==> config.mk <==
export PLATFORM = sky130hd
export DESIGN_NAME = adc_ext_clock_host_serial_port
export DESIGN_NICKNAME = d
export VERILOG_FILES = /design/src/logic/adc_host_pkg.sv /design/src/logic/adc_ext_clock_host_serial_port.sv /design/src/logic/adc_pin_sync.sv /design/src/logic/adc_sclk_divider.sv
export VERILOG_INCLUDE_DIRS = /design/src /design/src/logic
export SDC_FILE = /design/constraint.sdc
export NUM_CORES = 1
export LEC_CHECK = 0
export BUFFER_PORTS_ARGS = -buffer_cell sky130_fd_sc_hd__clkbuf_2
export CORE_MARGIN = 1.5
export CORE_UTILIZATION = 50
export CTS_CLUSTER_DIAMETER = 40
export DETAILED_ROUTE_END_ITERATION = 16
export PLACE_DENSITY = 0.72
export SLEW_MARGIN = 15
export SYNTH_ARGS = -nofsm -noshare
export SYNTH_HDL_FRONTEND = slang
export SYNTH_SLANG_ARGS = --single-unit
export TNS_END_PERCENT = 50
==> constraint.sdc <==
create_clock -name clk_sys -period 2.5 [get_ports clk_sys]
set_clock_uncertainty 0.05 [all_clocks]
set_input_delay 0.125 -clock clk_sys [delete_from_list [all_inputs] [get_ports clk_sys]]
set_output_delay 0.125 -clock clk_sys [all_outputs]
set_load 0.02 [all_outputs]
==> src/logic/adc_host_regs.svh <==
// timing and layout constants of the serial port host
`ifndef ADC_HOST_REGS_SVH
`define ADC_HOST_REGS_SVH

// system clock period and wanted serial clock period, in ns
`define CLK_PERIOD_NS 4
`define SCLK_PERIOD_NS 80
// half serial clock period in system clock cycles (rounded down, min 1)
`define SCLK_HALF_CYC (((`SCLK_PERIOD_NS / `CLK_PERIOD_NS) / 2) > 0 ? \
	((`SCLK_PERIOD_NS / `CLK_PERIOD_NS) / 2) : 1)
`define DIV_CNT_W 8

// word layout
`define WORD_BITS 24
`define BYTE_BITS 8
`define BIT_CNT_W 5
`define WORD_LAST_BIT 23
`define BYTE_LSB_W 3

// reset and idle levels of the pins
`define PIN_IDLE 1'b1
`define SCLK_IDLE 1'b0
`define SYNC_W 2
`define SYNC_RST 2'b11
`define SYNC_SDI 0
`define SYNC_RDY 1

`endif

==> src/logic/adc_host_pkg.sv <==
// types and helpers shared by the serial port host modules
package adc_host_pkg;
`include "adc_host_regs.svh"

	// sequencer states, gray coded in the order listed, not on every transition
	typedef enum logic [2:0] {
		ST_IDLE = 3'h0,
		ST_WAIT_RDY = 3'h1,
		ST_SETUP = 3'h3,
		ST_LEAD = 3'h2,
		ST_HIGH = 3'h6,
		ST_LOW = 3'h7,
		ST_GAP = 3'h5,
		ST_DONE = 3'h4
	} ctl_state_type;

	// transfer kinds the user may request
	typedef enum logic [2:0] {
		CMD_READ_DATA = 3'h0,
		CMD_READ_CTRL = 3'h1,
		CMD_READ_CAL = 3'h2,
		CMD_WRITE_CTRL = 3'h3,
		CMD_WRITE_CAL = 3'h4
	} cmd_kind_type;

	// whole state of the host sequencer
	typedef struct packed {
		ctl_state_type st;
		cmd_kind_type kind;
		logic is_write;
		logic byte_mode;
		logic lsb_first;
		logic tied;
		logic [`BIT_CNT_W-1:0] bitn;
		logic [`WORD_BITS-1:0] shreg;
		logic sclk;
		logic rfs_n;
		logic tfs_n;
		logic rsel;
		logic sdo;
		logic sdo_oe;
		logic ready;
		logic rsp_valid;
		logic [`WORD_BITS-1:0] rsp_data;
		logic refused;
		logic stuck;
	} host_state_type;

	// state of the serial clock divider
	typedef struct packed {
		logic [`DIV_CNT_W-1:0] cnt;
	} div_state_type;

	// state of the pin synchroniser
	typedef struct packed {
		logic [`SYNC_W-1:0] meta;
		logic [`SYNC_W-1:0] stable;
	} sync_state_type;

	// reverse bit order inside each byte, byte order kept
	function automatic logic [`WORD_BITS-1:0] reverse_in_bytes(
		input logic [`WORD_BITS-1:0] w);
		logic [`WORD_BITS-1:0] r;
		r = '0;
		for (int i = 0; i < `WORD_BITS; i++) begin
			r[(i / `BYTE_BITS) * `BYTE_BITS + `BYTE_BITS - 1
				- (i % `BYTE_BITS)] = w[i];
		end
		return r;
	endfunction

endpackage

==> src/logic/adc_ext_clock_host_serial_port.sv <==
// host sequencer driving the converter serial port in external clock mode
//
// Functional notes
// tied wiring: every write goes to control register
// tied wiring: reads get output or calibration data
// tied wiring: control register cannot be read back
// transmit sync may be inverted receive sync
// never derive receive sync from transmit sync
// data reads wait for word available low
// output word fetched whole or in bytes
// control and calibration reads ignore word available
// control read: select low with receive sync
// converter shifts read words out MSB first
// writes send MSB of word first
// writes may be sent as byte pieces
// byte split: reverse bits per byte separately
// host supplies serial clock, converter external clocked
// idle: both syncs and select high, three bytes
// word available rises after last bit read
// select low control, high output or calibration
// MSB after sync falls, next bits on falling edges
// writes are exactly 24 bits, sampled clock high
// never both frame syncs low together
`timescale 1ns/100ps
module adc_ext_clock_host_serial_port
	import adc_host_pkg::*;
(
	// clock and reset
	input wire logic clk_sys,
	input wire logic arst_n,
	// user command
	input wire logic cmd_valid,
	input wire cmd_kind_type cmd_kind,
	input wire logic [`WORD_BITS-1:0] cmd_wdata,
	output logic cmd_ready,
	// user options, taken with each command
	input wire logic cfg_tied_select,
	input wire logic cfg_byte_split,
	input wire logic cfg_lsb_first,
	// user answer
	output logic rsp_valid,
	output logic [`WORD_BITS-1:0] rsp_data,
	output logic cmd_refused,
	output logic word_stuck,
	// converter pins
	output logic adc_sclk,
	output logic receive_frame_sync_n,
	output logic transmit_frame_sync_n,
	output logic register_select,
	input wire logic serial_io_line_in,
	output logic serial_io_line_out,
	output logic serial_io_line_oe,
	input wire logic word_available_n
);

	host_state_type s_r;
	host_state_type s_nxt;
	logic [`SYNC_W-1:0] pins_async;
	logic [`SYNC_W-1:0] pins_sync;
	logic sdi_s;
	logic rdy_n_s;
	logic run;
	logic tick;
	logic bad_kind;
	logic is_write_cmd;
	logic sel_level;
	logic last_bit;
	logic byte_edge;
	logic [`WORD_BITS-1:0] sampled;
	logic [`WORD_BITS-1:0] shifted;
	logic [`WORD_BITS-1:0] word_out;

	// pins from the converter pass two flops first
	assign pins_async[`SYNC_SDI] = serial_io_line_in;
	assign pins_async[`SYNC_RDY] = word_available_n;

	adc_pin_sync u_sync (
		.clk_sys(clk_sys),
		.arst_n(arst_n),
		.pins_async(pins_async),
		.pins_sync(pins_sync)
	);

	assign sdi_s = pins_sync[`SYNC_SDI];
	assign rdy_n_s = pins_sync[`SYNC_RDY];

	// the host makes the serial clock from its own clock
	assign run = (s_r.st != ST_IDLE) && (s_r.st != ST_WAIT_RDY);

	adc_sclk_divider u_div (
		.clk_sys(clk_sys),
		.arst_n(arst_n),
		.run(run),
		.tick(tick)
	);

	// command decode
	assign is_write_cmd = (cmd_kind == CMD_WRITE_CTRL) ||
		(cmd_kind == CMD_WRITE_CAL);

	// kinds the wiring cannot carry, or unknown codes
	always_comb begin
		case (cmd_kind)
			CMD_READ_DATA: bad_kind = 1'b0;
			CMD_READ_CAL: bad_kind = 1'b0;
			CMD_WRITE_CTRL: bad_kind = 1'b0;
			CMD_READ_CTRL: bad_kind = cfg_tied_select;
			CMD_WRITE_CAL: bad_kind = cfg_tied_select;
			default: bad_kind = 1'b1;
		endcase
	end

	// select level: low for control, high for output or calibration
	assign sel_level = !((cmd_kind == CMD_READ_CTRL) ||
		(cmd_kind == CMD_WRITE_CTRL));

	// bit position checks at the end of a low half period
	assign last_bit = (s_r.bitn == `BIT_CNT_W'(`WORD_BITS));
	assign byte_edge = s_r.byte_mode &&
		(s_r.bitn[`BYTE_LSB_W-1:0] == `BYTE_LSB_W'(0));

	// read data shifts in MSB first at the rising clock edge
	assign sampled = {s_r.shreg[`WORD_LAST_BIT-1:0], sdi_s};
	// write data moves to the next bit at the falling clock edge
	assign shifted = {s_r.shreg[`WORD_LAST_BIT-1:0], 1'b0};

	// received word, bits reordered per byte when asked
	assign word_out = s_r.lsb_first ? reverse_in_bytes(s_r.shreg) :
		s_r.shreg;

	// transfer sequencer
	always_comb begin
		s_nxt = s_r;
		s_nxt.rsp_valid = 1'b0;
		s_nxt.refused = 1'b0;
		s_nxt.stuck = 1'b0;
		case (s_r.st)
			// wait for a command with all lines at rest
			ST_IDLE: begin
				s_nxt.sclk = `SCLK_IDLE;
				s_nxt.rfs_n = `PIN_IDLE;
				s_nxt.tfs_n = `PIN_IDLE;
				s_nxt.rsel = `PIN_IDLE;
				if (cmd_valid && bad_kind) begin
					s_nxt.refused = 1'b1;
				end else if (cmd_valid) begin
					s_nxt.kind = cmd_kind;
					s_nxt.is_write = is_write_cmd;
					s_nxt.byte_mode = cfg_byte_split;
					s_nxt.lsb_first = cfg_lsb_first;
					s_nxt.tied = cfg_tied_select;
					s_nxt.bitn = '0;
					s_nxt.ready = 1'b0;
					s_nxt.shreg = cfg_lsb_first ?
						reverse_in_bytes(cmd_wdata) : cmd_wdata;
					s_nxt.rsel = sel_level;
					if (cmd_kind == CMD_READ_DATA) begin
						s_nxt.st = ST_WAIT_RDY;
					end else begin
						s_nxt.st = ST_SETUP;
					end
				end
			end
			// data reads start only once a word is available
			ST_WAIT_RDY: begin
				if (!rdy_n_s) begin
					s_nxt.st = ST_SETUP;
				end
			end
			// untied select settles for one half period before the frame, a tied one follows the transmit sync
			ST_SETUP: begin
				if (tick) begin
					s_nxt.st = ST_LEAD;
					if (s_r.is_write) begin
						s_nxt.tfs_n = 1'b0;
						s_nxt.sdo = s_r.shreg[`WORD_LAST_BIT];
						s_nxt.sdo_oe = 1'b1;
					end else begin
						s_nxt.rfs_n = 1'b0;
					end
				end
			end
			// frame open, clock low; the converter shows its MSB
			ST_LEAD: begin
				if (tick) begin
					s_nxt.st = ST_HIGH;
					s_nxt.sclk = 1'b1;
					if (!s_r.is_write) begin
						s_nxt.shreg = sampled;
					end
				end
			end
			// clock high; the converter takes the write bit here
			ST_HIGH: begin
				if (tick) begin
					s_nxt.st = ST_LOW;
					s_nxt.sclk = 1'b0;
					s_nxt.bitn = s_r.bitn + `BIT_CNT_W'(1);
					if (s_r.is_write) begin
						s_nxt.shreg = shifted;
						s_nxt.sdo = s_r.shreg[`WORD_LAST_BIT-1];
					end
				end
			end
			// clock low; end the word, pause between bytes, or go on
			ST_LOW: begin
				if (tick) begin
					if (last_bit) begin
						s_nxt.st = ST_DONE;
						s_nxt.rfs_n = `PIN_IDLE;
						s_nxt.tfs_n = `PIN_IDLE;
						s_nxt.sdo_oe = 1'b0;
						s_nxt.sdo = 1'b0;
					end else if (byte_edge) begin
						s_nxt.st = ST_GAP;
						s_nxt.rfs_n = `PIN_IDLE;
						s_nxt.tfs_n = `PIN_IDLE;
					end else begin
						s_nxt.st = ST_HIGH;
						s_nxt.sclk = 1'b1;
						if (!s_r.is_write) begin
							s_nxt.shreg = sampled;
						end
					end
				end
			end
			// frame sync back high between bytes, clock stays low
			ST_GAP: begin
				if (tick) begin
					s_nxt.st = ST_LEAD;
					if (s_r.is_write) begin
						s_nxt.tfs_n = 1'b0;
					end else begin
						s_nxt.rfs_n = 1'b0;
					end
				end
			end
			// frame syncs and a tied select at rest for one half period, untied select released on leaving along with the answer
			ST_DONE: begin
				if (tick) begin
					s_nxt.st = ST_IDLE;
					s_nxt.ready = 1'b1;
					s_nxt.rsel = `PIN_IDLE;
					if (!s_r.is_write) begin
						s_nxt.rsp_valid = 1'b1;
						s_nxt.rsp_data = word_out;
					end
					// after a data word the converter must have let go
					if (s_r.kind == CMD_READ_DATA && !rdy_n_s) begin
						s_nxt.stuck = 1'b1;
					end
				end
			end
			default: begin
				s_nxt.st = ST_IDLE;
				s_nxt.ready = 1'b1;
				s_nxt.rfs_n = `PIN_IDLE;
				s_nxt.tfs_n = `PIN_IDLE;
				s_nxt.sdo_oe = 1'b0;
			end
		endcase
		// tied wiring: select line always equals the transmit sync
		if (s_nxt.tied) begin
			s_nxt.rsel = s_nxt.tfs_n;
		end
	end

	// state register; the receive sync is never made from the
	// transmit sync, both are driven on their own
	always_ff @(posedge clk_sys or negedge arst_n) begin
		if (!arst_n) begin
			s_r <= '0;
			s_r.st <= ST_IDLE;
			s_r.kind <= CMD_READ_DATA;
			s_r.sclk <= `SCLK_IDLE;
			s_r.rfs_n <= `PIN_IDLE;
			s_r.tfs_n <= `PIN_IDLE;
			s_r.rsel <= `PIN_IDLE;
			s_r.ready <= 1'b1;
		end else begin
			s_r <= s_nxt;
		end
	end

	// all outputs straight from the state register
	assign cmd_ready = s_r.ready;
	assign rsp_valid = s_r.rsp_valid;
	assign rsp_data = s_r.rsp_data;
	assign cmd_refused = s_r.refused;
	assign word_stuck = s_r.stuck;
	assign adc_sclk = s_r.sclk;
	assign receive_frame_sync_n = s_r.rfs_n;
	assign transmit_frame_sync_n = s_r.tfs_n;
	assign register_select = s_r.rsel;
	assign serial_io_line_out = s_r.sdo;
	assign serial_io_line_oe = s_r.sdo_oe;

endmodule // adc_ext_clock_host_serial_port

==> src/logic/adc_pin_sync.sv <==
// two flip-flop synchroniser for the pins read from the converter
`timescale 1ns/100ps
module adc_pin_sync
	import adc_host_pkg::*;
(
	// clock and reset
	input wire logic clk_sys,
	input wire logic arst_n,
	// asynchronous pins in, synchronised copies out
	input wire logic [`SYNC_W-1:0] pins_async,
	output logic [`SYNC_W-1:0] pins_sync
);

	sync_state_type s_r;
	sync_state_type s_nxt;
	logic [`SYNC_W-1:0] meta_in;
	logic [`SYNC_W-1:0] stable_in;

	// one chain per pin; the first stage feeds only the second
	genvar b;
	generate
		for (b = 0; b < `SYNC_W; b++) begin : g_bit
			assign meta_in[b] = pins_async[b];
			assign stable_in[b] = s_r.meta[b];
		end
	endgenerate

	// next state
	always_comb begin
		s_nxt = s_r;
		s_nxt.meta = meta_in;
		s_nxt.stable = stable_in;
	end

	// state register, idle high after reset
	always_ff @(posedge clk_sys or negedge arst_n) begin
		if (!arst_n) begin
			s_r <= {`SYNC_RST, `SYNC_RST};
		end else begin
			s_r <= s_nxt;
		end
	end

	assign pins_sync = s_r.stable;

endmodule // adc_pin_sync

==> src/logic/adc_sclk_divider.sv <==
// half period tick generator for the serial clock
`timescale 1ns/100ps
module adc_sclk_divider
	import adc_host_pkg::*;
(
	// clock and reset
	input wire logic clk_sys,
	input wire logic arst_n,
	// run enable and half period tick
	input wire logic run,
	output logic tick
);

	div_state_type s_r;
	div_state_type s_nxt;
	logic at_end;

	// last count of a half period
	assign at_end = (s_r.cnt == `DIV_CNT_W'(`SCLK_HALF_CYC - 1));

	// count while running, restart from zero when stopped
	always_comb begin
		s_nxt = s_r;
		if (!run || at_end) begin
			s_nxt.cnt = '0;
		end else begin
			s_nxt.cnt = s_r.cnt + `DIV_CNT_W'(1);
		end
	end

	// counter register
	always_ff @(posedge clk_sys or negedge arst_n) begin
		if (!arst_n) begin
			s_r <= '0;
		end else begin
			s_r <= s_nxt;
		end
	end

	assign tick = run && at_end;

endmodule // adc_sclk_divider

======== After elaboration in Yosys (flattened, before gate mapping) ========
Cells that the tools add are included.
storage, ports and cells
  register bits after elaboration ......... 85
  output and inout port bits .............. 34
  bits of input ports ..................... 35
  logic and storage cells ................. 150
cells by class
  multiplexer cells ....................... 56
  bitwise gates (word level) .............. 2
  equal/unequal tests ..................... 31
  reductions and logical operators ........ 37
  add/subtract/negate cells ............... 2
operators with widths
  kind                   count
  $mux W25               5
  $pmux W25 S4           1
  $mux W24               4
  $mux W39               2
  $mux W30               1
  $ne A2 B2 Y1 const B   14
  $mux W27               1
  $mux W26               1
  $pmux W3 S7            1
  $mux W2                10
  $mux W3                6
  $mux W1                16
  $eq A3 B3 Y1 const B   5
  $eq A3 B2 Y1 const B   4
  $logic_not A3 Y1       4
  $reduce_bool A3 Y1     4
  $pmux W5 S2            1
  $reduce_and A5 Y1      2
  $reduce_and A9 Y1      1
  $add A8 B1 Y8 const B  1
  $eq A8 B4 Y1 const B   1
  $mux W8                1
  $pmux W1 S2            4
  $reduce_and A4 Y1      2
  other kinds (21)       36

======== Depth between registers and ports, before layout ========
Gate-level depths: netlist (run 1).
  depth after elaboration ................. 8
  mapped depth ............................ 10

======== Cells and area by module ========
From an unflattened synthesis (run 1), not the netlist that was laid out.
unflattened totals
  cell total of the unflattened synthesis .. 456
  area total of the unflattened synthesis .. 4,709.5 µm²
by module, submodules not included
  module                          times used  area an instance (µm²)  cells each
  adc_ext_clock_host_serial_port  1           4,206.5                 412
  adc_sclk_divider                1           397.9                   40
  adc_pin_sync                    1           105.1                   4

======== Worst setup path after synthesis (run 1) ========
OpenSTA, ideal clock, no wires.
  path type ............................... register to register
  start point ............................. register u_div.s_r[1] (netlist bit)
  end point ............................... register s_r[34] (netlist bit)
  setup slack ............................. 253 ps
  buffers on the path ..................... 2
  arrival ................................. 2,076 ps
  stages on the path, launching flop included .. 10
  cell sequence ........................... dfrtp_1 > inv_1 > ha_1 > or4b_4 > or2_1 > buf_6 > a21oi_2 > o22ai_1 > buf_2 > a22o_1
between the ends
  longest elaborated chain between the ends .. 4
  elaborated cells between the ends (all ways) .. 6
ends and longest elaborated chain
  what                             line                                   RTL
  start: declaration               adc_sclk_divider.sv:14                 div_state_type s_r;
  start signal: assignment         adc_sclk_divider.sv:36                 s_r <= s_nxt;
  $eq A8 B4 Y1 (*)                 adc_sclk_divider.sv:19                 assign at_end = (s_r.cnt == `DIV_CNT_W'(`SCLK_HALF_CYC - 1));
  $logic_and A1 B1 Y1 (*)          adc_sclk_divider.sv:40                 assign tick = run && at_end;
  $ne A2 B2 Y1 (no line)           -
  $reduce_and A9 Y1 (no line) (*)  -
  end signal: assignment           adc_ext_clock_host_serial_port.sv:281  s_r <= s_nxt;
  end: declaration                 adc_ext_clock_host_serial_port.sv:56   host_state_type s_r;
Mark *: on every way between the ends. The rest lies on a longest branch, timed or not.
A chain may end at the register's enable or synchronous reset.

======== Worst setup path in the final report (run 1) ========
  start point ............................. register u_div.s_r[1] (netlist bit)
  end point ............................... register s_r[52] (netlist bit)
The elaborated chain is that of the path after synthesis.

==> impl.org, run 1 <==
** Worst setup path
- Across all register-to-register paths, the minimum setup slack is 0.18 ns.
- Signal arrival time at the worst endpoint :: 2.57 ns
- STA classifies the critical path endpoint as a flip-flop.
- Largest fanout of any net on the critical path :: 24
- Launching element type of the critical path :: flip-flop
- STA puts the critical path data required time at 2.75 ns.
- Critical setup path kind :: flip-flop to flip-flop

** Finish
- Final core utilization :: 58.4%
- Fill cell total of the finished layout :: 757
- Final std cells w/o fill :: 601
- Final antenna diode count :: 0
- Signed area change from the synthesized netlist to the final layout :: 13.5%
- Final Cell Area :: 5090 µm²
- In the final design database the tool counted 527 nets.
- Cells with a size suffix above 1 make up 24.7% of the layout.

** Timing
- Setup repair after global routing left no endpoint under its margin.
- Max-slew headroom at the worst pin :: 32.9%
- Transition time at the pin with the least slew margin :: 1.01 ns
- Total Negative Setup Slacks :: 0 ns
- The final number of max-transition violations is 0.
- Setup violations remaining at the end of the flow were counted as 0.
- In the post-route analysis, the smallest setup slack over all paths is 0.180 ns.
- Based on the critical path, the design can be clocked at up to 431 MHz.
- Final min period :: 2.32 ns
- Tightest hold margin :: 0.0232 ns
- Of the available clock period, the critical path in the final layout requires 92.8%.
- The final hold violation count is 0.

** Floorplan
- The floorplan has 34 rows.
- Floorplan die width :: 97.7 µm
- Effective utilization at floorplan :: 51.4%
- The die covers 9550 µm².
- Floorplan die height :: 97.7 µm
- Core Region :: 8720 µm²
- I/O pin cnt :: 69

** GRT
- Number of antenna violations at the first check in global routing :: 0
- GR Util All Layers :: 20.3%
- The via count of the first global-routing pass came to 3,341.
- Remaining global-route overflow :: 0
- Entering global routing, the biggest net connects 81 pins.
- The first global-routing pass estimated 15,700 µm of wire.

** Run
- Number of max-capacitance violations reported :: 0

** Place
- Setup WS pre-CTS :: -0.0921 ns
- Number of buffers added on ports :: 68
- The placed instances occupy a cell area of 4810 µm².
- Count of placed standard cells including taps :: 579
- At the end of routability-driven placement, the weighted congestion stood at 0.846.
- Final HPWL DP :: 6520 µm

** Clocking
- Clock tree synthesis found a total of 85 sinks.
- TritonCTS built the clock tree.
- In this run, CTS created clock tree buffers numbering 9.
- CTS clk-pin slew, worst paths :: 0.09 ns
- CTS root buffer :: sky130_fd_sc_hd__clkbuf_8
- For the worst-skew pair, the clock arrives at the later sink with an insertion delay of 0.36 ns.
- The clock passes through at most 2 buffers.
- Clock H-tree levels :: 3

** Yosys
- Async SR Flop Fraction :: 100%
- Cell area after technology mapping :: 4490 µm²
- Number of flops mapped to enable cells by yosys :: 0
- Register area share after synthesis :: 47.6%
- Yosys warning total :: 0
- Number of distinct library cells after synthesis :: 46
- Most frequently used flop master after synthesis :: sky130_fd_sc_hd__dfrtp_1
- Synthesis inferred 85 register bits.
- Post-Synthesis Cells :: 437
- Total nets after synthesis :: 476
- Syn_area_per_cell :: 10.3 µm²

** Worst hold path
- Type of the tightest min-delay check :: primary input to flip-flop

** Route
- In the routed layout, each cell is associated on average with a via count of 5.72.
- Avg WL per Cell :: 15.7 µm
- In this run, the number of DRC markers left after iteration 0 of detailed routing was 96.
- The count of nets left with antenna violations once routing finished came out at 0.
- The first detailed-routing pass ran for 4 iterations.
- For this block, the via count after detailed routing is 3,437.
- After detailed routing, the number of remaining DRC violations is 0.
- Total wire length after detailed routing :: 9450 µm

** Power
- Pwr Total :: 4.00 mW
- The worst-case IR drop observed on VDD is 0.387 mV.
- For this design the static power due to leakage is 2.35 nW.
- Areal power density over the cells :: 786 nW/µm²

** Run status
- Status :: finished, final reports clean
[where the power goes]
| part | internal (mW) | total (mW) | switching (mW) |
|---|---|---|---|
| registers | 1.62 | 1.91 | 0.284 |
| clock network | 0.406 | 0.961 | 0.555 |
| logic | 0.520 | 1.13 | 0.612 |
| total | 2.55 | 4.00 | 1.45 |
[layout by cell type, fill, tap and decap left out, drive strengths merged, types with 4 or more instances in the layout]
master       netlist  routed
dfstp              8       8
nand2b             5       5
mux2i             48      48
buf               33      20
o21ai             37      37
o2bb2ai           23      23
a22o              24      24
dlygate4sd3        0       5
xor2               9       9
a21oi             13      13
ha                 4       4
dfrtp             77      77
nor2              21      21
nor2b              4       4
clkbuf            20      77
nand4              5       5
nand3              8       8
inv               11      14
nand2             46      46
[layer usage]
metal	vias up	GRT usage [%]	wire (µm)
li1	1657	-	-
met1	1670	27.5	4450
met2	100	33.3	4520
met3	10	4.03	398
met4	0	5.82	78
met5	-	0	0
[cells by family (layout without fill, tap and decap cells)]
kind of cell	Yosys count	count (layout)	synth area share, %
AO/OA/AOI/OAI	118	119	18.9
AND/OR/NAND/NOR	104	104	10.8
flip-flops	85	85	47.6
buffers and inverters	65	120	8.12
multiplexers	51	51	11.5
XOR/XNOR	10	10	1.95
adder cells (fa/ha/maj)	4	4	1.12
[state kept, by name, indices dropped and copies added, names as in the netlist, 2 cells and up]
signal / count
u_sync.stable_in: 2
rsp_data: 24
s_r: 39
u_div.s_r: 8
u_sync.pins_sync: 2
[final timing paths]
path                                                     from                             to  depth (start not counted)
worst max-delay path                   u_div.s_r[1]$_DFF_PN0_            s_r[52]$_DFFE_PN0P_                          8
worst min-delay path                          cfg_tied_select              s_r[63]$_DFF_PN0_                          2
worst max register to register         u_div.s_r[1]$_DFF_PN0_            s_r[52]$_DFFE_PN0P_                          8
worst min register to register  u_sync.stable_in[0]$_DFF_PN1_  u_sync.pins_sync[0]$_DFF_PN1_                          0
max in group asynchronous                              arst_n  u_sync.pins_sync[1]$_DFF_PN1_                          3
min in group asynchronous                              arst_n       rsp_data[18]$_DFFE_PN0P_                          2
[Yosys cell counts, types with 3 or more instances]
cell type / instances / area share [%]
sky130_fd_sc_hd__or2_1: 3 / 0.42
sky130_fd_sc_hd__inv_1: 11 / 0.92
sky130_fd_sc_hd__a211oi_1: 3 / 0.50
sky130_fd_sc_hd__o32ai_1: 3 / 0.59
sky130_fd_sc_hd__a22o_1: 24 / 4.7
sky130_fd_sc_hd__nor2b_1: 4 / 0.56
sky130_fd_sc_hd__dfrtp_1: 77 / 43
sky130_fd_sc_hd__mux2_2: 3 / 0.75
sky130_fd_sc_hd__mux2i_1: 48 / 11
sky130_fd_sc_hd__clkbuf_1: 20 / 1.7
sky130_fd_sc_hd__nand2b_1: 5 / 0.70
sky130_fd_sc_hd__xor2_1: 9 / 1.8
sky130_fd_sc_hd__buf_2: 6 / 0.67
sky130_fd_sc_hd__nand4_1: 5 / 0.70
sky130_fd_sc_hd__dfstp_2: 8 / 4.7
sky130_fd_sc_hd__nor3_1: 3 / 0.33
sky130_fd_sc_hd__nor2_1: 21 / 1.8
sky130_fd_sc_hd__o21ai_0: 36 / 4.0
sky130_fd_sc_hd__ha_1: 4 / 1.1
sky130_fd_sc_hd__o2bb2ai_1: 23 / 4.5
sky130_fd_sc_hd__buf_6: 3 / 0.75
sky130_fd_sc_hd__nand2_1: 46 / 3.8
sky130_fd_sc_hd__buf_4: 24 / 4.0
sky130_fd_sc_hd__a21oi_1: 12 / 1.3
sky130_fd_sc_hd__nor4_1: 3 / 0.42
sky130_fd_sc_hd__nand3_1: 8 / 0.89
[repair_timing]
item | CTS | global route
buffers inserted | 0 | 0
cloned | 0 | 1
hold buffers | 5 | 0
endpoints found under the hold margin | 81 | 0
endpoints found under the setup margin | 24 | 25
pin swaps | 0 | 1
gates resized for setup | 1 | 4
[critical path, stage by stage (launching register included)]
cell                      delay [ns]
sky130_fd_sc_hd__dfrtp_1        0.42
sky130_fd_sc_hd__inv_1          0.07
sky130_fd_sc_hd__ha_1           0.14
sky130_fd_sc_hd__or4b_4         0.48
sky130_fd_sc_hd__or2_4          0.33
sky130_fd_sc_hd__a21oi_4        0.21
sky130_fd_sc_hd__or2_1          0.13
sky130_fd_sc_hd__buf_4          0.26
sky130_fd_sc_hd__a22o_1         0.17
[cell type report]
cell class	instances	area [µm²]	area share, %
sequential	85	2140	42.0
multi-input combinational	288	2030	39.9
timing repair buffer	92	548	10.8
clock buffer	10	138	2.70
tap	108	135	2.65
clock inverter	6	53.8	1.06
inverter	12	45.0	0.885
(Power assumes the default switching activity.)
==> inputs of run 2 (changes only) <==
CORE_MARGIN = 2   (was 1.5)
==> impl.org, run 2 (same netlist as run 1, synthesis figures left out) <==
** Finish
- Final std cells w/o fill :: 601 (unchanged)
- More flip-flops sit in one register than any other, and that register is s_r.
- The flip-flop count of the largest register after layout was 39 (unchanged).
- Final antenna diode count :: 0 (unchanged)
- In the layout the commonest cells are 77 x sky130_fd_sc_hd__dfrtp_1, 67 x sky130_fd_sc_hd__clkbuf_2, 48 x sky130_fd_sc_hd__mux2i_1.
- The number of fillers in the final layout was 760 (+0.40%).
- The fraction of final layout cells sized beyond drive strength 1 is 24.7% (unchanged).
- The number of nets in the finished design came to 528 (+0.19%).
- Signed area change from the synthesized netlist to the final layout :: 13.8%
- Leaving out fill and tap cells, the most frequent cell in the layout is sky130_fd_sc_hd__dfrtp_1.

** GRT
- Remaining global-route overflow :: 0 (unchanged)
- GR Util All Layers :: 20.5% (+0.22 points)
- First-pass GRT wire length :: 16,300 µm (+3.3%)
- Vias in the first global route :: 3,434 (+2.8%)
- Pin count of the biggest net entering global routing :: 81 (unchanged)
- The number of antenna violations at the first check in global routing is 0 (unchanged).

** Worst setup path
- The buffering stage count on the worst path with inverters included came to 2 (unchanged).
- The maximum fanout encountered on the critical timing path is 24 (unchanged).
- Chain of cells forming the critical path :: inv_1 -> ha_1 -> or4b_4 -> or2_4 -> a21oi_4 -> or2_1 -> buf_4 -> a22o_1
- Among all stages on the critical path, the largest delay is contributed by sky130_fd_sc_hd__or4b_4.
- Top Family by Delay on Critical Path :: simple AND/OR/NAND/NOR gates
- The most critical setup path has its startpoint at u_div.s_r[1]$_DFF_PN0_.
- Critical register-to-register path startpoint :: u_div.s_r[1]$_DFF_PN0_
- The critical path arrival came to 2.58 ns (about the same).
- The worst setup path is launched from a flip-flop.
- The worst setup path is of the flip-flop to flip-flop kind.
- Largest stage delay, worst path :: 0.48 ns (about the same)
- Critical path endpoint category :: flip-flop
- Worst Path Required :: 2.74 ns (about the same)

** Clocking
- The buffer levels on the longest clock path was 2 (unchanged).
- The cell sitting at the root of the clock tree is a sky130_fd_sc_hd__clkbuf_8.
- CTS buffer count :: 9 (unchanged)
- The clock sink count was 85 (unchanged).
- TritonCTS built the clock tree.
- The latest clock arrival within the worst-skew pair was 0.35 ns (about the same).
- The number of levels the H-tree was split into came to 3 (unchanged).
- The clock slew at the register clock pins of the worst setup and hold paths was 0.08 ns (about the same).

** Place
- The placed instance count was 579 (unchanged).
- The routability congestion estimate from global placement came to 0.850 (+0.45%).
- The HPWL reported at the end of detailed placement was 6700 µm (+2.8%).
- The count of port buffers added during placement came to 68 (unchanged).

** Route
- The routed length per placed instance was 16.0 µm (+1.8%).
- The vias after detailed routing came to 3,441 (+0.12%).
- The count of antenna-violating nets left after detailed routing is 0 (unchanged).
- The via density per instance is 5.73 (+0.12%).
- The first-pass iteration count of the detailed router is 5 (+1).
- Starting DRC count in detailed routing :: 159 (+66%)
- DRC violations left :: 0 (unchanged)
- The post-detailed-routing wire length is 9620 µm (+1.8%).

** Timing
- Final setup vio count :: 0 (unchanged)
- Number of pins with negative max-slew slack in the final report :: 0 (unchanged)
- Transition time at the pin with the least slew margin :: 0.993 ns (-0.0138 ns)
- The tightest slew margin relative to the limit was 33.8% (+0.92 points).
- The final worst hold slack is 0.0339 ns (+0.0107 ns).
- The post-route fraction of the period consumed by the critical path is 93.7% (+0.88 points).
- Total Negative Setup Slacks :: 0 ns (unchanged)
- Final min period :: 2.34 ns (+0.0220 ns)
- The final hold violation count came to 0 (unchanged).
- Maximum frequency from static timing analysis :: 427 MHz (-0.94%)
- Setup repair after global routing left no endpoint under its margin.

** Run
- Number of max-capacitance violations reported :: 0 (unchanged)

** Power
- The total power consumption of the routed design is 4.00 mW (about the same).
- Share of power burned in the clock network :: 23.7% (-0.3 points)
- The power dissipated by switching net loads is 1.40 mW (-3.5%).
- Worst supply voltage drop on vdd :: 0.353 mV (-8.7%)
- The fraction of power consumed by sequential logic was 47.6% (about the same).
- The reported leakage power came to 2.37 nW (+0.59%).
- The power density normalized to cell area came to 784 nW/µm² (-0.24%).
- Switching part of the total :: 35.0% (-1.3 points)
- Comb power frac :: 28.6% (+0.3 points)
- Power Internal :: 2.60 mW (+2.1%)

** Worst hold path
- Type of the tightest min-delay check :: primary input to flip-flop
- The worst hold path begins at cfg_tied_select.

** Floorplan
- Floorplan die width :: 98.7 µm (+1.0%)
- The area of the core region is 8720 µm² (unchanged).
- Effective utilization at floorplan :: 51.4% (unchanged)
- The area of the die came to 9740 µm² (+2.1%).
- Number of standard-cell rows in the floorplan :: 34 (unchanged)
- The overall die height is 98.7 µm (+1.0%).
- The I/O pin count came to 69 (unchanged).

** Run status
- The flow ran to the end, and the final reports show no timing, DRC or antenna violations.
run 2: worst reg2reg max path, stage by stage, from the launching register on:
cell                      delay [ns]
sky130_fd_sc_hd__dfrtp_1        0.43
sky130_fd_sc_hd__inv_1          0.07
sky130_fd_sc_hd__ha_1           0.13
sky130_fd_sc_hd__or4b_4         0.48
sky130_fd_sc_hd__or2_4          0.33
sky130_fd_sc_hd__a21oi_4        0.22
sky130_fd_sc_hd__or2_1          0.13
sky130_fd_sc_hd__buf_4          0.26
sky130_fd_sc_hd__a22o_1         0.18
run 2: worst paths after layout:
path,to,slack [ns],cells after the start
setup / recovery,s_r[46]$_DFFE_PN0P_,0.16,8
hold / removal,s_r[63]$_DFF_PN0_,0.03,2
setup reg to reg,s_r[46]$_DFFE_PN0P_,0.16,8
hold reg to reg,u_sync.pins_sync[0]$_DFF_PN1_,0.31,0
max in group asynchronous,u_sync.pins_sync[1]$_DFF_PN1_,1.21,3
min in group asynchronous,s_r[53]$_DFFE_PN0P_,0.40,2
run 2: area by class of cell:
class / instances / area (µm²) / area share, %
inverters: 12 / 45.0 / 0.882
clock inverters: 6 / 62.6 / 1.23
clock buffers: 9 / 124 / 2.43
multi-input cells: 288 / 2030 / 39.8
well taps: 108 / 135 / 2.65
repair buffers: 93 / 568 / 11.1
flip-flops and latches: 85 / 2140 / 41.9
run 2: stage by stage:
| stage | util (%) | cell area (µm²) | setup WS (ns) |
|---|---|---|---|
| finish | 58.5 | 5100 | 0.158 |
| global route | 58.5 | 5100 | 0.0237 |
| CTS | 57.9 | 5050 | 0.0835 |
| floorplan | - | 4490 | 0.253 |
| detailed placement | 55.1 | 4810 | -0.118 |
| global placement | 55.1 | 4810 | 0.0100 |
run 2: what timing repair did:
item,4_1_cts,5_1_grt
gates cloned,0,1
hold buffers,5,0
hold endpoints to repair,81,0
pin swaps,0,1
setup buffers,0,1
setup endpoints to repair,24,25
resized for setup,1,4
run 2: routing by layer:
metal / track usage [%] / share of wire, % / up-vias
met4: 6.22 / 1.0 / 0
met3: 3.40 / 4.3 / 12
met2: 33.5 / 48 / 89
met1: 28.3 / 47 / 1685
met5: 0 / 0 / -
li1: - / - / 1655
run 2: power by group through the flow:
stage	clock network, mW	registers [mW]	logic, mW
global route	1.03	1.95	1.27
floorplan	0	1.86	0.798
detailed placement	0	1.93	1.10
global placement	0	1.91	1.06
finish	0.949	1.91	1.15
CTS	0.965	1.90	1.12
==> inputs of run 3 (changes only) <==
clock period = 2.65 ns   (was 2.5 ns; I/O delays follow)
==> impl.org, run 3 (same netlist as run 1, synthesis figures left out) <==
** Clocking
- The number of levels the H-tree was split into was 3 (unchanged).
- Longest Clk Path Bufs :: 2 (unchanged)
- The TritonCTS buffer count was 9 (unchanged).
- Sink Count :: 85 (unchanged)
- The latest clock arrival within the worst-skew pair is 0.37 ns (+0.02 ns).
- TritonCTS built the clock tree.
- CTS clk-pin slew, worst paths :: 0.09 ns (about the same)
- The root buffer cell chosen for the clock tree is sky130_fd_sc_hd__clkbuf_8.

** Finish
- The register with the most flip-flops in the final layout is s_r.
- Final std cells w/o fill :: 595 (-1.0%)
- Final core utilization :: 57.6% (-0.92 points)
- Final antenna diode count :: 0 (unchanged)
- Largest register FFs :: 39 (unchanged)
- Most frequent cells in the layout :: 77 x sky130_fd_sc_hd__dfrtp_1, 67 x sky130_fd_sc_hd__clkbuf_2, 48 x sky130_fd_sc_hd__mux2i_1
- Fill cell total of the finished layout :: 742 (-2.4%)
- The post-layout instance area is 5020 µm² (-1.6%).
- Signed area change from the synthesized netlist to the final layout :: 12.0%
- The library cell used most frequently in the layout, excluding fill and tap cells, is sky130_fd_sc_hd__dfrtp_1.
- The number of nets in the finished design was 521 (-1.3%).
- The fraction of final layout cells sized beyond drive strength 1 came to 23.4% (-1.3 points).

** Floorplan
- Core Region :: 8720 µm² (unchanged)
- Number of standard-cell rows in the floorplan :: 34 (unchanged)
- The I/O pin count is 69 (unchanged).
- Die footprint :: 9740 µm² (unchanged)
- Floorplan die height :: 98.7 µm (unchanged)
- Effective utilization at floorplan :: 51.4% (unchanged)
- The die width came to 98.7 µm (unchanged).

** GRT
- The number of antenna violations at the first check in global routing is 0 (unchanged).
- Vias in the first global route :: 3,227 (-6.0%)
- First-pass GRT wire length :: 15,700 µm (-3.3%)
- Pin count of the biggest net entering global routing :: 86 (+6.2%)
- The total track usage was 19.9% (-0.62 points).
- The met1 capacity usage during global routing was 26.9% (-1.4 points).
- The total global routing overflow is 0 (unchanged).
- In this run the most used layer during global routing was met2.
- The met3 track demand over resource in global routing was 3.55% (+0.14 points).
- Met2 global-route usage :: 32.5% (-0.94 points)

** Worst hold path
- The path class of the tightest hold or removal check is primary input to flip-flop.
- The instance count along the most critical hold path came to 2 (unchanged).

** Timing
- The final worst hold slack came to -0.00197 ns (-0.0359 ns).
- Post-route fraction of the period consumed by the critical path :: 90.8% (-2.9 points)
- Final min period :: 2.41 ns (+0.0626 ns)
- Final worst setup slack :: 0.245 ns (+0.0874 ns)
- The actual slew at the worst max-slew pin was 0.791 ns (-0.201 ns).
- Final setup vio count :: 0 (unchanged)
- Setup repair after global routing missed its margin :: no
- Max-slew headroom at the worst pin :: 47.2% (+13 points)
- Number of pins with negative max-slew slack in the final report :: 0 (unchanged)
- The post-route setup TNS came to 0 ns (unchanged).
- Final number of hold-violating endpoints :: 1 (+1)
- The maximum frequency from static timing analysis is 416 MHz (-2.6%).

** Place
- Final HPWL DP :: 6420 µm (-4.2%)
- Setup WS pre-CTS :: 0.0575 ns (+0.175 ns)
- The placed standard-cell area is 4780 µm² (-0.62%).
- The placed instance count is 575 (-0.69%).
- Number of buffers added on ports :: 68 (unchanged)
- The routability congestion estimate from global placement was 0.877 (+3.2%).

** Route
- Total wire length after detailed routing :: 9320 µm (-3.1%)
- Ratio of routed vias to standard cells :: 5.65 (-1.4%)
- Avg WL per Cell :: 15.7 µm (-2.1%)
- The number of DRC markers after the initial detailed-route iteration came to 81 (-49%).
- Detailed Routing Iterations Pass 1 :: 4 (-1)
- Number of vias after detailed routing :: 3,359 (-2.4%)
- DRC violations left :: 0 (unchanged)
- Remaining number of nets flagged by the antenna check after routing :: 0 (unchanged)

** Worst setup path
- The required time at the endpoint of the critical path came to 2.86 ns (+0.12 ns).
- Chain of cells forming the critical path :: ha_1 -> or4b_4 -> or2_1 -> a21oi_2 -> o22ai_4 -> a22o_1
- The worst setup path is of the flip-flop to flip-flop kind.
- Launching element type of the critical path :: flip-flop
- Signal arrival time at the worst endpoint :: 2.61 ns (+0.03 ns)
- The maximum fanout encountered on the critical timing path was 24 (unchanged).
- The worst reg2reg path depth is 6 (-2).
- Largest stage delay, worst path :: 0.48 ns (about the same)
- The worst setup path is captured at a flip-flop.
- The slowest stage of the critical path is the sky130_fd_sc_hd__or4b_4 cell.

** Power
- The power density normalized to cell area came to 752 nW/µm² (-4.1%).
- The total power consumption of the routed design is 3.78 mW (-5.6%).
- The largest voltage drop on the vdd net came to 0.317 mV (-10%).
- Leakage power total :: 2.32 nW (-2.0%)

** Run status
- The final reports fail on hold timing.
- Status :: finished, violations left

** Run
- Number of max-capacitance violations reported :: 0 (unchanged)
-- run 3: cell types whose count changed in the layout (fill, tap and decap cells not counted), sizes merged --
cell,change
inv,+1
buf,-5
o22ai,-1
dlygate4sd3,-1
clkinvlp,+3
clkbuf,+1
clkinv,-4
-- run 3: final cells by class --
type / count / area (µm²) / area share [%]
clock buffers: 10 / 128 / 2.54
clock inverters: 6 / 70.1 / 1.39
inverters: 12 / 45.0 / 0.896
multi-input cells: 287 / 2000 / 39.8
flip-flops and latches: 85 / 2140 / 42.5
well taps: 108 / 135 / 2.69
repair buffers: 87 / 512 / 10.2
-- run 3: metal layers --
metal / share of wire [%] / vias up
li1: - / 1649
met1: 45 / 1595
met2: 48 / 104
met3: 5.8 / 11
met4: 1.4 / 0
met5: 0 / -
-- run 3: critical path: cells and delay by family (launching register included) --
family / cells / cell delay, ns
simple gates: 2 / 0.85
compound gates: 3 / 0.75
flops: 1 / 0.45
fa+ha+maj: 1 / 0.19
-- run 3: worst paths after layout --
kind                                                from                            end  slack, ns
min                                          cmd_kind[2]            s_r[67]$_DFFE_PN0P_     -0.002
min in group asynchronous                         arst_n       rsp_data[20]$_DFFE_PN0P_       0.30
max                               u_div.s_r[0]$_DFF_PN0_            s_r[40]$_DFFE_PN0P_       0.24
max in group asynchronous                         arst_n           word_stuck$_DFF_PN0_       1.69
max reg2reg                       u_div.s_r[0]$_DFF_PN0_            s_r[40]$_DFFE_PN0P_       0.24
min reg2reg                u_sync.stable_in[1]$_DFF_PN1_  u_sync.pins_sync[1]$_DFF_PN1_       0.32
-- run 3: where the power goes --
| part | switching, mW | internal (mW) |
|---|---|---|
| clock network | 0.501 | 0.442 |
| registers | 0.291 | 1.53 |
| logic | 0.536 | 0.474 |
| total | 1.33 | 2.45 |
-- run 3: repair_timing --
item	in CTS	in global routing
hold buffers	4	0
resized for setup	0	1
hold endpoints to repair	80	0
setup endpoints to repair	0	24
buffers inserted	0	0
